===== src/sar_adc_pkg.sv =====
// Shared constants and state types for the converter sequencing block
package sar_adc_pkg;

  // ****************************************************************
  // Timing
  // ****************************************************************
  localparam int CLK_PERIOD_NS = 10;
  localparam int T_CNV_NS = 1400;
  // Longest time, so the division rounds down
  localparam int CONV_CYCLES = T_CNV_NS / CLK_PERIOD_NS;
  localparam int CNT_W = 8;
  localparam logic [CNT_W-1:0] CONV_LAST = CNT_W'(CONV_CYCLES - 1);
  localparam logic [CNT_W-1:0] CNT_RESET = 8'h00;

  // ****************************************************************
  // Result coding
  // ****************************************************************
  localparam int RESULT_BITS = 16;
  localparam logic [15:0] CODE_MAX = 16'hFFFF;
  localparam logic [15:0] CODE_RESET = 16'h0000;
  localparam logic [16:0] CODE_STEPS = 17'h1_0000;

  // ****************************************************************
  // Serial frame
  // ****************************************************************
  localparam logic [4:0] LIMIT_PLAIN = 5'h10;
  localparam logic [4:0] LIMIT_BUSY = 5'h11;
  localparam logic [4:0] EDGES_RESET = 5'h00;
  localparam logic [16:0] SHIFT_RESET = 17'h0_0000;

  // ****************************************************************
  // Buffered word layout: {chain, busy, code}
  // ****************************************************************
  localparam int BUF_WIDTH = 18;
  localparam int BUF_DEPTH = 2;
  localparam int W_CHAIN = 17;
  localparam int W_BUSY = 16;
  localparam logic [BUF_WIDTH-1:0] WORD_RESET = 18'h0_0000;

  // ****************************************************************
  // Pin synchroniser
  // ****************************************************************
  localparam int PIN_COUNT = 3;
  localparam int PIN_CONV = 0;
  localparam int PIN_SEL = 1;
  localparam int PIN_SCK = 2;
  localparam logic [1:0] PRIME_RESET = 2'h0;
  localparam logic [1:0] PRIME_DONE = 2'h3;

  // ****************************************************************
  // State types
  // ****************************************************************
  typedef enum logic [2:0] {
    CONV_ACQ = 3'h1,
    CONV_RUN = 3'h2,
    CONV_DONE = 3'h4
  } conv_state_t;

  typedef enum logic [2:0] {
    TX_OFF = 3'h1,
    TX_WAIT = 3'h2,
    TX_SHIFT = 3'h4
  } tx_state_t;

endpackage


===== src/stream_if.sv =====
// Valid/ready word stream between converter core, buffer and serializer
`timescale 1ns/1ns
interface stream_if #(parameter int W = 18);
  logic valid;
  logic ready;
  logic [W-1:0] data;
  modport source(output valid, output data, input ready);
  modport sink(input valid, input data, output ready);
endinterface


===== src/sar_adc_conversion_serial_out.sv =====
// Conversion sequencing, auto power control and serial result output
`timescale 1ns/1ns

// Functional notes
// - Six serial modes: CS 3/4-wire, chain, busy option
// - Busy indicator bit precedes sixteen result bits
// - Conversion time fixed by internal clock
// - Input captured when conversion starts
// - Inputs isolated while converting
// - After conversion: reconnect, acquire, powered down, readable
// - Auto power-down at end of conversion
// - Auto wake-up at next conversion start
// - Straight binary sixteen-bit output coding
// - Full scale equals reference, step is ref/65536
// - Serial clock only shifts data after conversion
// - Select high at start picks CS mode
// - Start edge samples, converts, tristates output
// - CS plain frame: MSB on select, off after 16
// - CS busy frame: low bit, off after 17
module sar_adc_conversion_serial_out import sar_adc_pkg::*; (
  // Clock and reset
  input wire logic clock,
  input wire logic sys_rst,
  // Host pins
  input wire logic convert_start,
  input wire logic serial_in_select,
  input wire logic sclk,
  output logic serial_result_out,
  output logic serial_result_oe,
  // Analog front end: input level scaled by 65536/Vref
  input wire logic [16:0] analog_level,
  output logic inputs_isolated,
  output logic powered_down,
  output logic [15:0] last_result
);

  // ****************************************************************
  // Pin synchronisation
  // ****************************************************************
  logic [PIN_COUNT-1:0] pin_raw, pin_lvl, pin_rise, pin_fall;
  logic cs_lvl, si_lvl, cs_rise, sck_fall, selected, deselected;

  assign pin_raw = {sclk, serial_in_select, convert_start};

  pin_sync #(.W(PIN_COUNT)) u_pin_sync (
    .clock(clock),
    .sys_rst(sys_rst),
    .pins_raw(pin_raw),
    .lvl(pin_lvl),
    .rise(pin_rise),
    .fall(pin_fall)
  );

  assign cs_lvl = pin_lvl[PIN_CONV];
  assign si_lvl = pin_lvl[PIN_SEL];
  assign cs_rise = pin_rise[PIN_CONV];
  assign sck_fall = pin_fall[PIN_SCK];
  // Either start line (3-wire) or select line (4-wire) low acts as chip select
  assign selected = !cs_lvl || !si_lvl;
  assign deselected = cs_lvl && si_lvl;

  // ****************************************************************
  // Conversion sequencer
  // ****************************************************************
  stream_if #(.W(BUF_WIDTH)) conv_s ();
  stream_if #(.W(BUF_WIDTH)) tx_s ();

  conv_state_t conv_st_ff, nxt_conv_st;
  logic [CNT_W-1:0] cnt_ff, nxt_cnt;
  logic [15:0] sample_ff, nxt_sample, result_ff, nxt_result;
  logic chain_ff, nxt_chain, isolate_ff, nxt_isolate, pdn_ff, nxt_pdn;
  logic busy_pick;
  logic [15:0] quantized;

  // Clamp at positive full scale; the front end hands over Vin*65536/Vref
  assign quantized = (analog_level >= CODE_STEPS) ? CODE_MAX : analog_level[15:0];

  // Busy frame if selected at end of a CS conversion; chain uses the start line high
  assign busy_pick = chain_ff ? cs_lvl : selected;

  always_comb begin
    nxt_conv_st = conv_st_ff;
    nxt_cnt = cnt_ff;
    nxt_sample = sample_ff;
    nxt_result = result_ff;
    nxt_chain = chain_ff;
    nxt_isolate = isolate_ff;
    nxt_pdn = pdn_ff;
    conv_s.valid = 1'b0;
    conv_s.data = {chain_ff, busy_pick, sample_ff};
    unique case (conv_st_ff)
      CONV_ACQ: begin
        if (cs_rise) begin
          nxt_sample = quantized;
          nxt_chain = !si_lvl;
          nxt_cnt = CNT_RESET;
          nxt_isolate = 1'b1;
          nxt_pdn = 1'b0;
          nxt_conv_st = CONV_RUN;
        end
      end
      CONV_RUN: begin
        // Runs on the local clock only; start and serial clock are ignored here
        nxt_cnt = CNT_W'(cnt_ff + 8'h01);
        if (cnt_ff == CONV_LAST) begin
          nxt_result = sample_ff;
          nxt_isolate = 1'b0;
          nxt_pdn = 1'b1;
          nxt_conv_st = CONV_DONE;
        end
      end
      CONV_DONE: begin
        // Stalls here if the buffer is full rather than dropping the word
        conv_s.valid = 1'b1;
        if (conv_s.ready) begin
          nxt_conv_st = CONV_ACQ;
        end
      end
      default: begin
        // An illegal code drops back to acquisition
        nxt_conv_st = CONV_ACQ;
      end
    endcase
  end

  always_ff @(posedge clock) begin
    if (sys_rst) begin
      conv_st_ff <= CONV_ACQ;
      cnt_ff <= CNT_RESET;
      sample_ff <= CODE_RESET;
      result_ff <= CODE_RESET;
      chain_ff <= 1'b0;
      isolate_ff <= 1'b0;
      pdn_ff <= 1'b1;
    end else begin
      conv_st_ff <= nxt_conv_st;
      cnt_ff <= nxt_cnt;
      sample_ff <= nxt_sample;
      result_ff <= nxt_result;
      chain_ff <= nxt_chain;
      isolate_ff <= nxt_isolate;
      pdn_ff <= nxt_pdn;
    end
  end

  two_entry_buffer #(.W(BUF_WIDTH)) u_buffer (
    .clock(clock),
    .sys_rst(sys_rst),
    .in_s(conv_s),
    .out_s(tx_s)
  );

  // ****************************************************************
  // Serializer
  // ****************************************************************
  tx_state_t tx_st_ff, nxt_tx_st;
  logic [16:0] sh_ff, nxt_sh;
  logic [4:0] edges_ff, nxt_edges, limit_ff, nxt_limit;
  logic oe_ff, nxt_oe, chain_tx_ff, nxt_chain_tx;
  logic [4:0] edges_inc;

  assign edges_inc = 5'(edges_ff + 5'h01);

  always_comb begin
    nxt_tx_st = tx_st_ff;
    nxt_sh = sh_ff;
    nxt_edges = edges_ff;
    nxt_limit = limit_ff;
    nxt_oe = oe_ff;
    nxt_chain_tx = chain_tx_ff;
    tx_s.ready = (tx_st_ff == TX_OFF);
    unique case (tx_st_ff)
      TX_OFF: begin
        if (tx_s.valid) begin
          nxt_chain_tx = tx_s.data[W_CHAIN];
          nxt_edges = EDGES_RESET;
          if (tx_s.data[W_BUSY]) begin
            nxt_sh = {1'b0, tx_s.data[15:0]};
            nxt_limit = LIMIT_BUSY;
          end else begin
            nxt_sh = {tx_s.data[15:0], 1'b0};
            nxt_limit = LIMIT_PLAIN;
          end
          if (tx_s.data[W_BUSY] || tx_s.data[W_CHAIN]) begin
            nxt_oe = 1'b1;
            nxt_tx_st = TX_SHIFT;
          end else begin
            nxt_tx_st = TX_WAIT;
          end
        end
      end
      TX_WAIT: begin
        if (selected) begin
          nxt_oe = 1'b1;
          nxt_tx_st = TX_SHIFT;
        end
      end
      TX_SHIFT: begin
        if (!chain_tx_ff && deselected) begin
          nxt_oe = 1'b0;
          nxt_tx_st = TX_OFF;
        end else if (sck_fall) begin
          // Chain mode passes the upstream word on through the select pin
          nxt_sh = {sh_ff[15:0], chain_tx_ff && si_lvl};
          nxt_edges = edges_inc;
          if (!chain_tx_ff && edges_inc == limit_ff) begin
            nxt_oe = 1'b0;
            nxt_tx_st = TX_OFF;
          end
        end
      end
      default: begin
        // An illegal code drops back to idle with the pin released
        nxt_oe = 1'b0;
        nxt_tx_st = TX_OFF;
      end
    endcase
    if (cs_rise) begin
      // A new conversion abandons any frame still in progress
      nxt_oe = 1'b0;
      nxt_tx_st = TX_OFF;
    end
  end

  always_ff @(posedge clock) begin
    if (sys_rst) begin
      tx_st_ff <= TX_OFF;
      sh_ff <= SHIFT_RESET;
      edges_ff <= EDGES_RESET;
      limit_ff <= LIMIT_PLAIN;
      oe_ff <= 1'b0;
      chain_tx_ff <= 1'b0;
    end else begin
      tx_st_ff <= nxt_tx_st;
      sh_ff <= nxt_sh;
      edges_ff <= nxt_edges;
      limit_ff <= nxt_limit;
      oe_ff <= nxt_oe;
      chain_tx_ff <= nxt_chain_tx;
    end
  end

  assign serial_result_out = sh_ff[16];
  assign serial_result_oe = oe_ff;
  assign inputs_isolated = isolate_ff;
  assign powered_down = pdn_ff;
  assign last_result = result_ff;

  // ****************************************************************
  // Assertions
  // ****************************************************************
  localparam int CONV_CHK = CONV_CYCLES;
  localparam int CONV_END_DLY = CONV_CYCLES + 1;
  logic conv_start;
  assign conv_start = cs_rise && (conv_st_ff == CONV_ACQ);
endmodule


===== src/pin_sync.sv =====
// Three-stage pin synchroniser with agreement filter and edge pulses
`timescale 1ns/1ns
module pin_sync import sar_adc_pkg::*; #(parameter int W = 1) (
  // Clock and reset
  input wire logic clock,
  input wire logic sys_rst,
  // Raw pins and filtered view
  input wire logic [W-1:0] pins_raw,
  output logic [W-1:0] lvl,
  output logic [W-1:0] rise,
  output logic [W-1:0] fall
);
  logic [W-1:0] s1_ff, s2_ff, s3_ff, lvl_ff, rise_ff, fall_ff;
  logic [W-1:0] nxt_lvl, nxt_rise, nxt_fall, agree;
  logic [1:0] prime_ff, nxt_prime;

  // Level is preloaded from stage two while priming, so that a pin already high
  // at release has the same value in level and stage three and gives no edge
  always_comb begin
    agree = ~(s2_ff ^ s3_ff);
    nxt_prime = prime_ff;
    nxt_lvl = lvl_ff;
    nxt_rise = '0;
    nxt_fall = '0;
    if (prime_ff != PRIME_DONE) begin
      nxt_prime = 2'(prime_ff + 2'h1);
      nxt_lvl = s2_ff;
    end else begin
      nxt_lvl = (agree & s3_ff) | (~agree & lvl_ff);
      nxt_rise = nxt_lvl & ~lvl_ff;
      nxt_fall = ~nxt_lvl & lvl_ff;
    end
  end

  always_ff @(posedge clock) begin
    if (sys_rst) begin
      s1_ff <= '0;
      s2_ff <= '0;
      s3_ff <= '0;
      lvl_ff <= '0;
      rise_ff <= '0;
      fall_ff <= '0;
      prime_ff <= PRIME_RESET;
    end else begin
      s1_ff <= pins_raw;
      s2_ff <= s1_ff;
      s3_ff <= s2_ff;
      lvl_ff <= nxt_lvl;
      rise_ff <= nxt_rise;
      fall_ff <= nxt_fall;
      prime_ff <= nxt_prime;
    end
  end

  assign lvl = lvl_ff;
  assign rise = rise_ff;
  assign fall = fall_ff;
endmodule


===== src/two_entry_buffer.sv =====
// Two-entry valid/ready buffer with registered storage
`timescale 1ns/1ns
module two_entry_buffer import sar_adc_pkg::*; #(parameter int W = BUF_WIDTH) (
  // Clock and reset
  input wire logic clock,
  input wire logic sys_rst,
  // Streams
  stream_if.sink in_s,
  stream_if.source out_s
);
  logic [W-1:0] mem_ff [BUF_DEPTH];
  logic [W-1:0] nxt_mem [BUF_DEPTH];
  logic wr_ff, rd_ff, nxt_wr, nxt_rd;
  logic [1:0] cnt_ff, nxt_cnt;
  logic push, pop;

  always_comb begin
    push = in_s.valid && (cnt_ff != 2'h2);
    pop = out_s.ready && (cnt_ff != 2'h0);
    nxt_mem = mem_ff;
    nxt_wr = wr_ff;
    nxt_rd = rd_ff;
    if (push) begin
      nxt_mem[wr_ff] = in_s.data;
      nxt_wr = ~wr_ff;
    end
    if (pop) begin
      nxt_rd = ~rd_ff;
    end
    nxt_cnt = 2'(cnt_ff + {1'b0, push} - {1'b0, pop});
  end

  always_ff @(posedge clock) begin
    if (sys_rst) begin
      mem_ff[0] <= '0;
      mem_ff[1] <= '0;
      wr_ff <= 1'b0;
      rd_ff <= 1'b0;
      cnt_ff <= 2'h0;
    end else begin
      mem_ff <= nxt_mem;
      wr_ff <= nxt_wr;
      rd_ff <= nxt_rd;
      cnt_ff <= nxt_cnt;
    end
  end

  assign in_s.ready = (cnt_ff != 2'h2);
  assign out_s.valid = (cnt_ff != 2'h0);
  assign out_s.data = mem_ff[rd_ff];
endmodule


===== config.mk =====
export PLATFORM = sky130hd
export DESIGN_NAME = sar_adc_conversion_serial_out
export DESIGN_NICKNAME = d
export VERILOG_FILES = /design/src/sar_adc_pkg.sv /design/src/stream_if.sv /design/src/sar_adc_conversion_serial_out.sv /design/src/pin_sync.sv /design/src/two_entry_buffer.sv
export SDC_FILE = /design/constraint.sdc
export NUM_CORES = 1
export LEC_CHECK = 0
export ABC_AREA = 0
export BUFFER_PORTS_ARGS = -buffer_cell sky130_fd_sc_hd__buf_2
export CAP_MARGIN = 0
export CORE_UTILIZATION = 30
export DETAILED_ROUTE_END_ITERATION = 12
export PLACE_DENSITY_LB_ADDON = 0.12
export REMOVE_ABC_BUFFERS = 1
export SYNTH_ARGS = -nofsm -noshare
export SYNTH_HDL_FRONTEND = slang
export SYNTH_SLANG_ARGS = --single-unit

===== constraint.sdc =====
create_clock -name clock -period 4.44 [get_ports clock]
set_input_delay 0.222 -clock clock [delete_from_list [all_inputs] [get_ports clock]]
set_output_delay 0.222 -clock clock [all_outputs]
set_load 0.005 [all_outputs]

After elaboration in Yosys (flattened, before gate mapping)
Index checks and enable logic that the tools add are counted.
{ "op_classes": {"n_eq_ne": 20, "order_cmp": 4, "n_reduce_logical": 26, "n_bitwise": 14, "n_addsub": 5, "n_mux": 46} }
{ "op_table": {"columns": ["op", "count"], "rows": [
  ["two-way mux 18 bit", 4],
  ["two-way mux 17 bit", 4],
  ["bitwise mux 36 bit", 1],
  ["case mux 17 bit (2 select lines)", 1],
  ["two-way mux 3 bit", 10],
  ["demux 18 bit (select 1 bit)", 1],
  ["case mux 3 bit (3 select lines)", 2],
  [">= comparator 17 bit (second input constant)", 1],
  ["two-way mux 16 bit", 1],
  ["inequality test 2 bit (second input constant)", 8],
  ["case mux 8 bit (2 select lines)", 1],
  ["two-way mux 5 bit", 3],
  ["two-way mux 1 bit", 13],
  ["case mux 5 bit (2 select lines)", 1],
  ["bitwise AND 3 bit", 3],
  ["inverter 3 bit", 3],
  ["adder 8 x 1 -> 8 bit (second input constant)", 1],
  ["== test 8 bit (second input constant)", 1],
  ["two-way mux 8 bit", 1],
  ["AND reduction 2 bit", 4],
  ["AND reduction 4 bit", 2],
  ["logical AND 1 bit", 7],
  ["== test 3 x 1 -> 1 bit (second input constant)", 2],
  ["== test 3 x 2 -> 1 bit (second input constant)", 2],
  ["other kinds (24)", 38]
]} }
{ "word_totals": {"reg_bits": 136, "input_bits": 22, "out_inout_bits": 20} }

Logic depth before layout (Yosys ltp)
{ "logic_depth": {"ltp_word": 8, "ltp_mapped": 10, "mapped_depth_nobuf": 9} }

Hierarchy
From an unflattened synthesis, not the netlist that was laid out.
{ "hier_totals": {"cells_unflattened": 679, "area_unflattened_um2": 6024.5} }
{ "by_module_without_submodules": {"columns": ["mod", "area_per_inst_um2", "cells_each", "instances"], "rows": [
  ["sar_adc_conversion_serial_out", 3392.0, 414, 1],
  ["two_entry_buffer", 1934.4, 204, 1],
  ["pin_sync", 698.2, 61, 1]
]} }

Least setup slack after synthesis
OpenSTA, ideal clock, no wires.
{ "synth_path": {"path_kind": "flip-flop to flip-flop", "from": "register u_buffer.cnt_ff[1]", "to": "register u_buffer.cnt_ff[1]", "path_stages_with_launch": 11, "synth_period_minus_slack_ns": 2.081, "arrival_time_ns": 1.953, "path_slack_ns": 2.359, "path_buffers": 2, "setup_ns": 0.128, "cell_sequence": "dfxtp_1 -> clkbuf_1 -> o21ai_1 -> inv_1 -> buf_4 -> ha_1 -> inv_1 -> ha_1 -> xor2_1 -> xnor2_1 -> nor2_1"} }
{ "synth_rtl": {"columns": ["item", "line_no", "text"], "rows": [
  ["start: declaration", "two_entry_buffer.sv:14", "logic [1:0] cnt_ff, nxt_cnt;"],
  ["start signal: assignment", "two_entry_buffer.sv:44", "cnt_ff <= nxt_cnt;"],
  ["nonzero test 2 bit", "two_entry_buffer.sv:19", "pop = out_s.ready && (cnt_ff != 2'h0);"],
  ["logical AND 1 bit", "two_entry_buffer.sv:19", null],
  ["named net u_buffer.pop", "two_entry_buffer.sv:15", "logic push, pop;"],
  ["subtractor 2 x 1 -> 2 bit", "two_entry_buffer.sv:30", "nxt_cnt = 2'(cnt_ff + {1'b0, push} - {1'b0, pop});"]
]} }
The timed path passes the listed nets, and every way through them passes these cells.
A chain may end at the register's enable or synchronous reset.

Final worst setup path
{ "layout_path": {"from": "register tx_st_ff[2]", "to": "register u_buffer.cnt_ff[1]"} }
{ "layout_via": {"elab_chain_len": 3} }
{ "layout_lines": {"columns": ["item", "line_no", "text"], "rows": [
  ["start: declaration", "sar_adc_conversion_serial_out.sv:156", "tx_state_t tx_st_ff, nxt_tx_st;"],
  ["start signal: assignment", "sar_adc_conversion_serial_out.sv:234", "tx_st_ff <= nxt_tx_st;"],
  ["== test 3 x 1 -> 1 bit", "sar_adc_conversion_serial_out.sv:171", "tx_s.ready = (tx_st_ff == TX_OFF);"],
  ["logical AND 1 bit", "two_entry_buffer.sv:19", null],
  ["subtractor 2 x 1 -> 2 bit", "two_entry_buffer.sv:30", null]
]} }
Every way passes these cells.

==> impl_metrics.ini <==
[outcome]
status = finished clean

[clocking]
numCtsBuffers = 17
hold_buffers = 0
clk_pin_slew_ns = 0.06
cts_tree = built
cts_setup_buffers = 0
clock_latency_ns = 0.41
clockBufferDepth = 2
cts-root-buf = clkbuf_16
clkSinkCount = 130
cts.htree.levels = 4
cts-resized-gates = 0

[pwr]
powerDensity_nw_per_um2 = 504
comb_power_share = 0.164
p_leak_nw = 2.38
p_clk_frac = 0.419
p_switching_w = 0.000918
total_power_w = 0.00333
pwr-share-seq = 0.416
internal_power_w = 0.00241
ir_worst_vdd_uv = 290
switching_share = 0.276

[flow_run]
max-cap-violations = 0

[setup_path]
cp-end-kind = flop
rr_endpoint = u_buffer.cnt_ff[1]
cp_max_fo = 23
cp-start-kind = flop
path_cells = nor3b_1, o21ai_1, inv_1, ha_1, inv_1, ha_1, xor2_1, xnor2_1, nor2_1
crit_slowest_cell = dfxtp_1
timing.rr.start = tx_st_ff[2]
crit_type = reg2reg
critical_path_required_ns = 4.71
max_stage_delay_ns = 0.54
r2r_cells = 9
cp.arrival_ns = 2.92
r2r_setup_slack_ns = 1.79

[routing]
route.met3.wl_um = 402
totalWireLength_um = 13400
wl_met1_um = 6540
routed.top_layer = met4
vias_per_cell = 5.03
wl_per_cell_um = 14.9
firstDrtPassIters = 5
drtIter0Drc = 290
drtAntennaViolNets = 0
num_vias = 4513
drc = 0
dr_wl_met2_um = 6280

[synth]
synth_most_common_cell = dfxtp_1
synth_seq_cells = 130
avgSynthCellArea_um2 = 8.88
synthFlopType = dfxtp_1
yosys.cell_types.count = 52
synth_top_cell_by_area = dfxtp_1
synth_commonest_cells = dfxtp_1 (130), nor2_1 (77), nand2_1 (64)
synthCells = 640
netlist.area_leader.share = 0.458
synth.area.top_cells = dfxtp_1 (46%), mux2i_1 (9.5%), nor2_1 (5.1%)
async_reset_ff_frac = 0
yosys_warnings = 0
seq_area_frac_synth = 0.458
synth-edff-count = 0
synth_area_um2 = 5680

[sta]
slew_headroom = 0.239
hold_violations = 0
finalSetupTns_ns = 0
fin_crit_ns = 2.65
whs_ns = 0.0230
fmax_ghz = 0.378
finalSetupViolCount = 0
fin_skew_ns = 0.00693
slew_violations = 0
post-route-period-util = 0.597
rsz0062_at_grt = false
tightestPinTransition_ns = 1.14

[finish]
utilization = 0.362
diodes = 0
fin_cells = 898
layout-drive-gt1-share = 0.152
fin_nets = 683
areaGrowthSynthToFinish_pct = 16.3

[worst_hold_path]
hp-class = in2reg
min_to = u_pin_sync.s1_ff[2]
hold_start = sclk
whs_path_depth = 2

[floorplan]
die_w_um = 140
dieArea_um2 = 19500
rows = 49
core_um2 = 18300
die_y_um = 140
start_util = 0.311
ios = 42

[global_route]
overflow = 0
grt_pass1_vias = 4386
grtUsageTotal = 0.148
grt_max_degree = 71
grt_antenna_before_repair = 0
grt_pass1_wl_um = 22900

[placed_design]
post-dp-hpwl_um = 8450
gp_congestion = 0.720
dpl.cell_count = 866
numPortBuffers = 41
through the flow:
stage	area [µm²]	worst slack, ns
4_1_cts	6610	1.79
5_1_grt	6610	1.48
6_report	6610	1.79
3_5_place_dp	6020	1.79
2_1_floorplan	5460	0.891
3_3_place_gp	6020	1.84
worst max-delay path by stage:
stage | startpoint | cells past startpoint | to | slack (ns)
finish | tx_st_ff[2] | 9 | u_buffer.cnt_ff[1] | 1.79
global route | tx_st_ff[2] | 9 | u_buffer.cnt_ff[1] | 1.48
CTS | tx_st_ff[2] | 9 | u_buffer.cnt_ff[1] | 1.79
detailed placement | tx_st_ff[2] | 9 | u_buffer.cnt_ff[1] | 1.79
global placement | tx_st_ff[2] | 9 | u_buffer.cnt_ff[1] | 1.84
floorplan | u_buffer.wr_ff | 3 | u_buffer.mem_ff[18] | 0.89
sequential cells by signal, indices dropped and copies added, names as in the netlist, 2 cells and up, named ones only:
name	count
u_pin_sync.lvl	2
u_pin_sync.s1_ff	3
cnt_ff	8
tx_st_ff	3
edges_ff	5
sample_ff	16
u_pin_sync.prime_ff	2
u_buffer.mem_ff	36
u_buffer.cnt_ff	2
sh_ff	17
u_pin_sync.s3_ff	3
last_result	16
u_pin_sync.s2_ff	3
conv_st_ff	3
power by group through the flow:
stage | logic (W) | registers (W) | clock network [W]
2_1_floorplan | 0.000403 | 0.00140 | 0
3_3_place_gp | 0.000543 | 0.00141 | 0
3_5_place_dp | 0.000551 | 0.00141 | 0
4_1_cts | 0.000552 | 0.00139 | 0.00143
5_1_grt | 0.000628 | 0.00141 | 0.00148
6_report | 0.000547 | 0.00139 | 0.00140
layout make-up:
class	instances	area (µm²)
multi-input combinational	455	2860
fill	1915	11700
tap	229	287
clock inverter	11	136
sequential	130	2600
clock buffer	21	450
timing repair buffer	47	253
inverter	5	18.8
metal layers:
metal | global-route usage | vias to the layer above
met5 | 0 | -
met4 | 0.0590 | 0
met3 | 0.0313 | 15
met2 | 0.244 | 71
met1 | 0.187 | 2112
li1 | - | 2315
cells in the final DEF (no fill, tap or decap), types with 16 or more instances in the layout:
cell type / count
a21oi_1: 37
nor3_1: 52
a311oi_1: 18
buf_2: 40
o211ai_1: 16
nand3_1: 28
nand2_1: 64
nor2_1: 77
mux2i_1: 54
mux2_2: 17
dfxtp_1: 130
clkbuf_16: 17
cell families (layout without fill, tap and decap cells):
| group | count (synthesis) | after routing | synth area share |
|---|---|---|---|
| DFF | 130 | 130 | 0.458 |
| muxes | 71 | 71 | 0.129 |
| AOI/OAI and AO/OA | 103 | 103 | 0.123 |
| xor gates and xnor gates | 9 | 9 | 0.0139 |
| buffers and inverters | 55 | 84 | 0.0434 |
| and+or+nand+nor | 267 | 267 | 0.223 |
| adders and majority gates | 5 | 5 | 0.0110 |
worst max-delay path, delay by kind of cell, from the launching register on:
family	cells	cell delay (ns)
XOR/XNOR	2	0.28
flip-flops	1	0.54
AO/OA/AOI/OAI	1	0.34
adder cells (fa/ha/maj)	2	0.62
AND/OR/NAND/NOR	2	0.16
buffers and inverters	2	0.55
(Power assumes the default switching activity.)
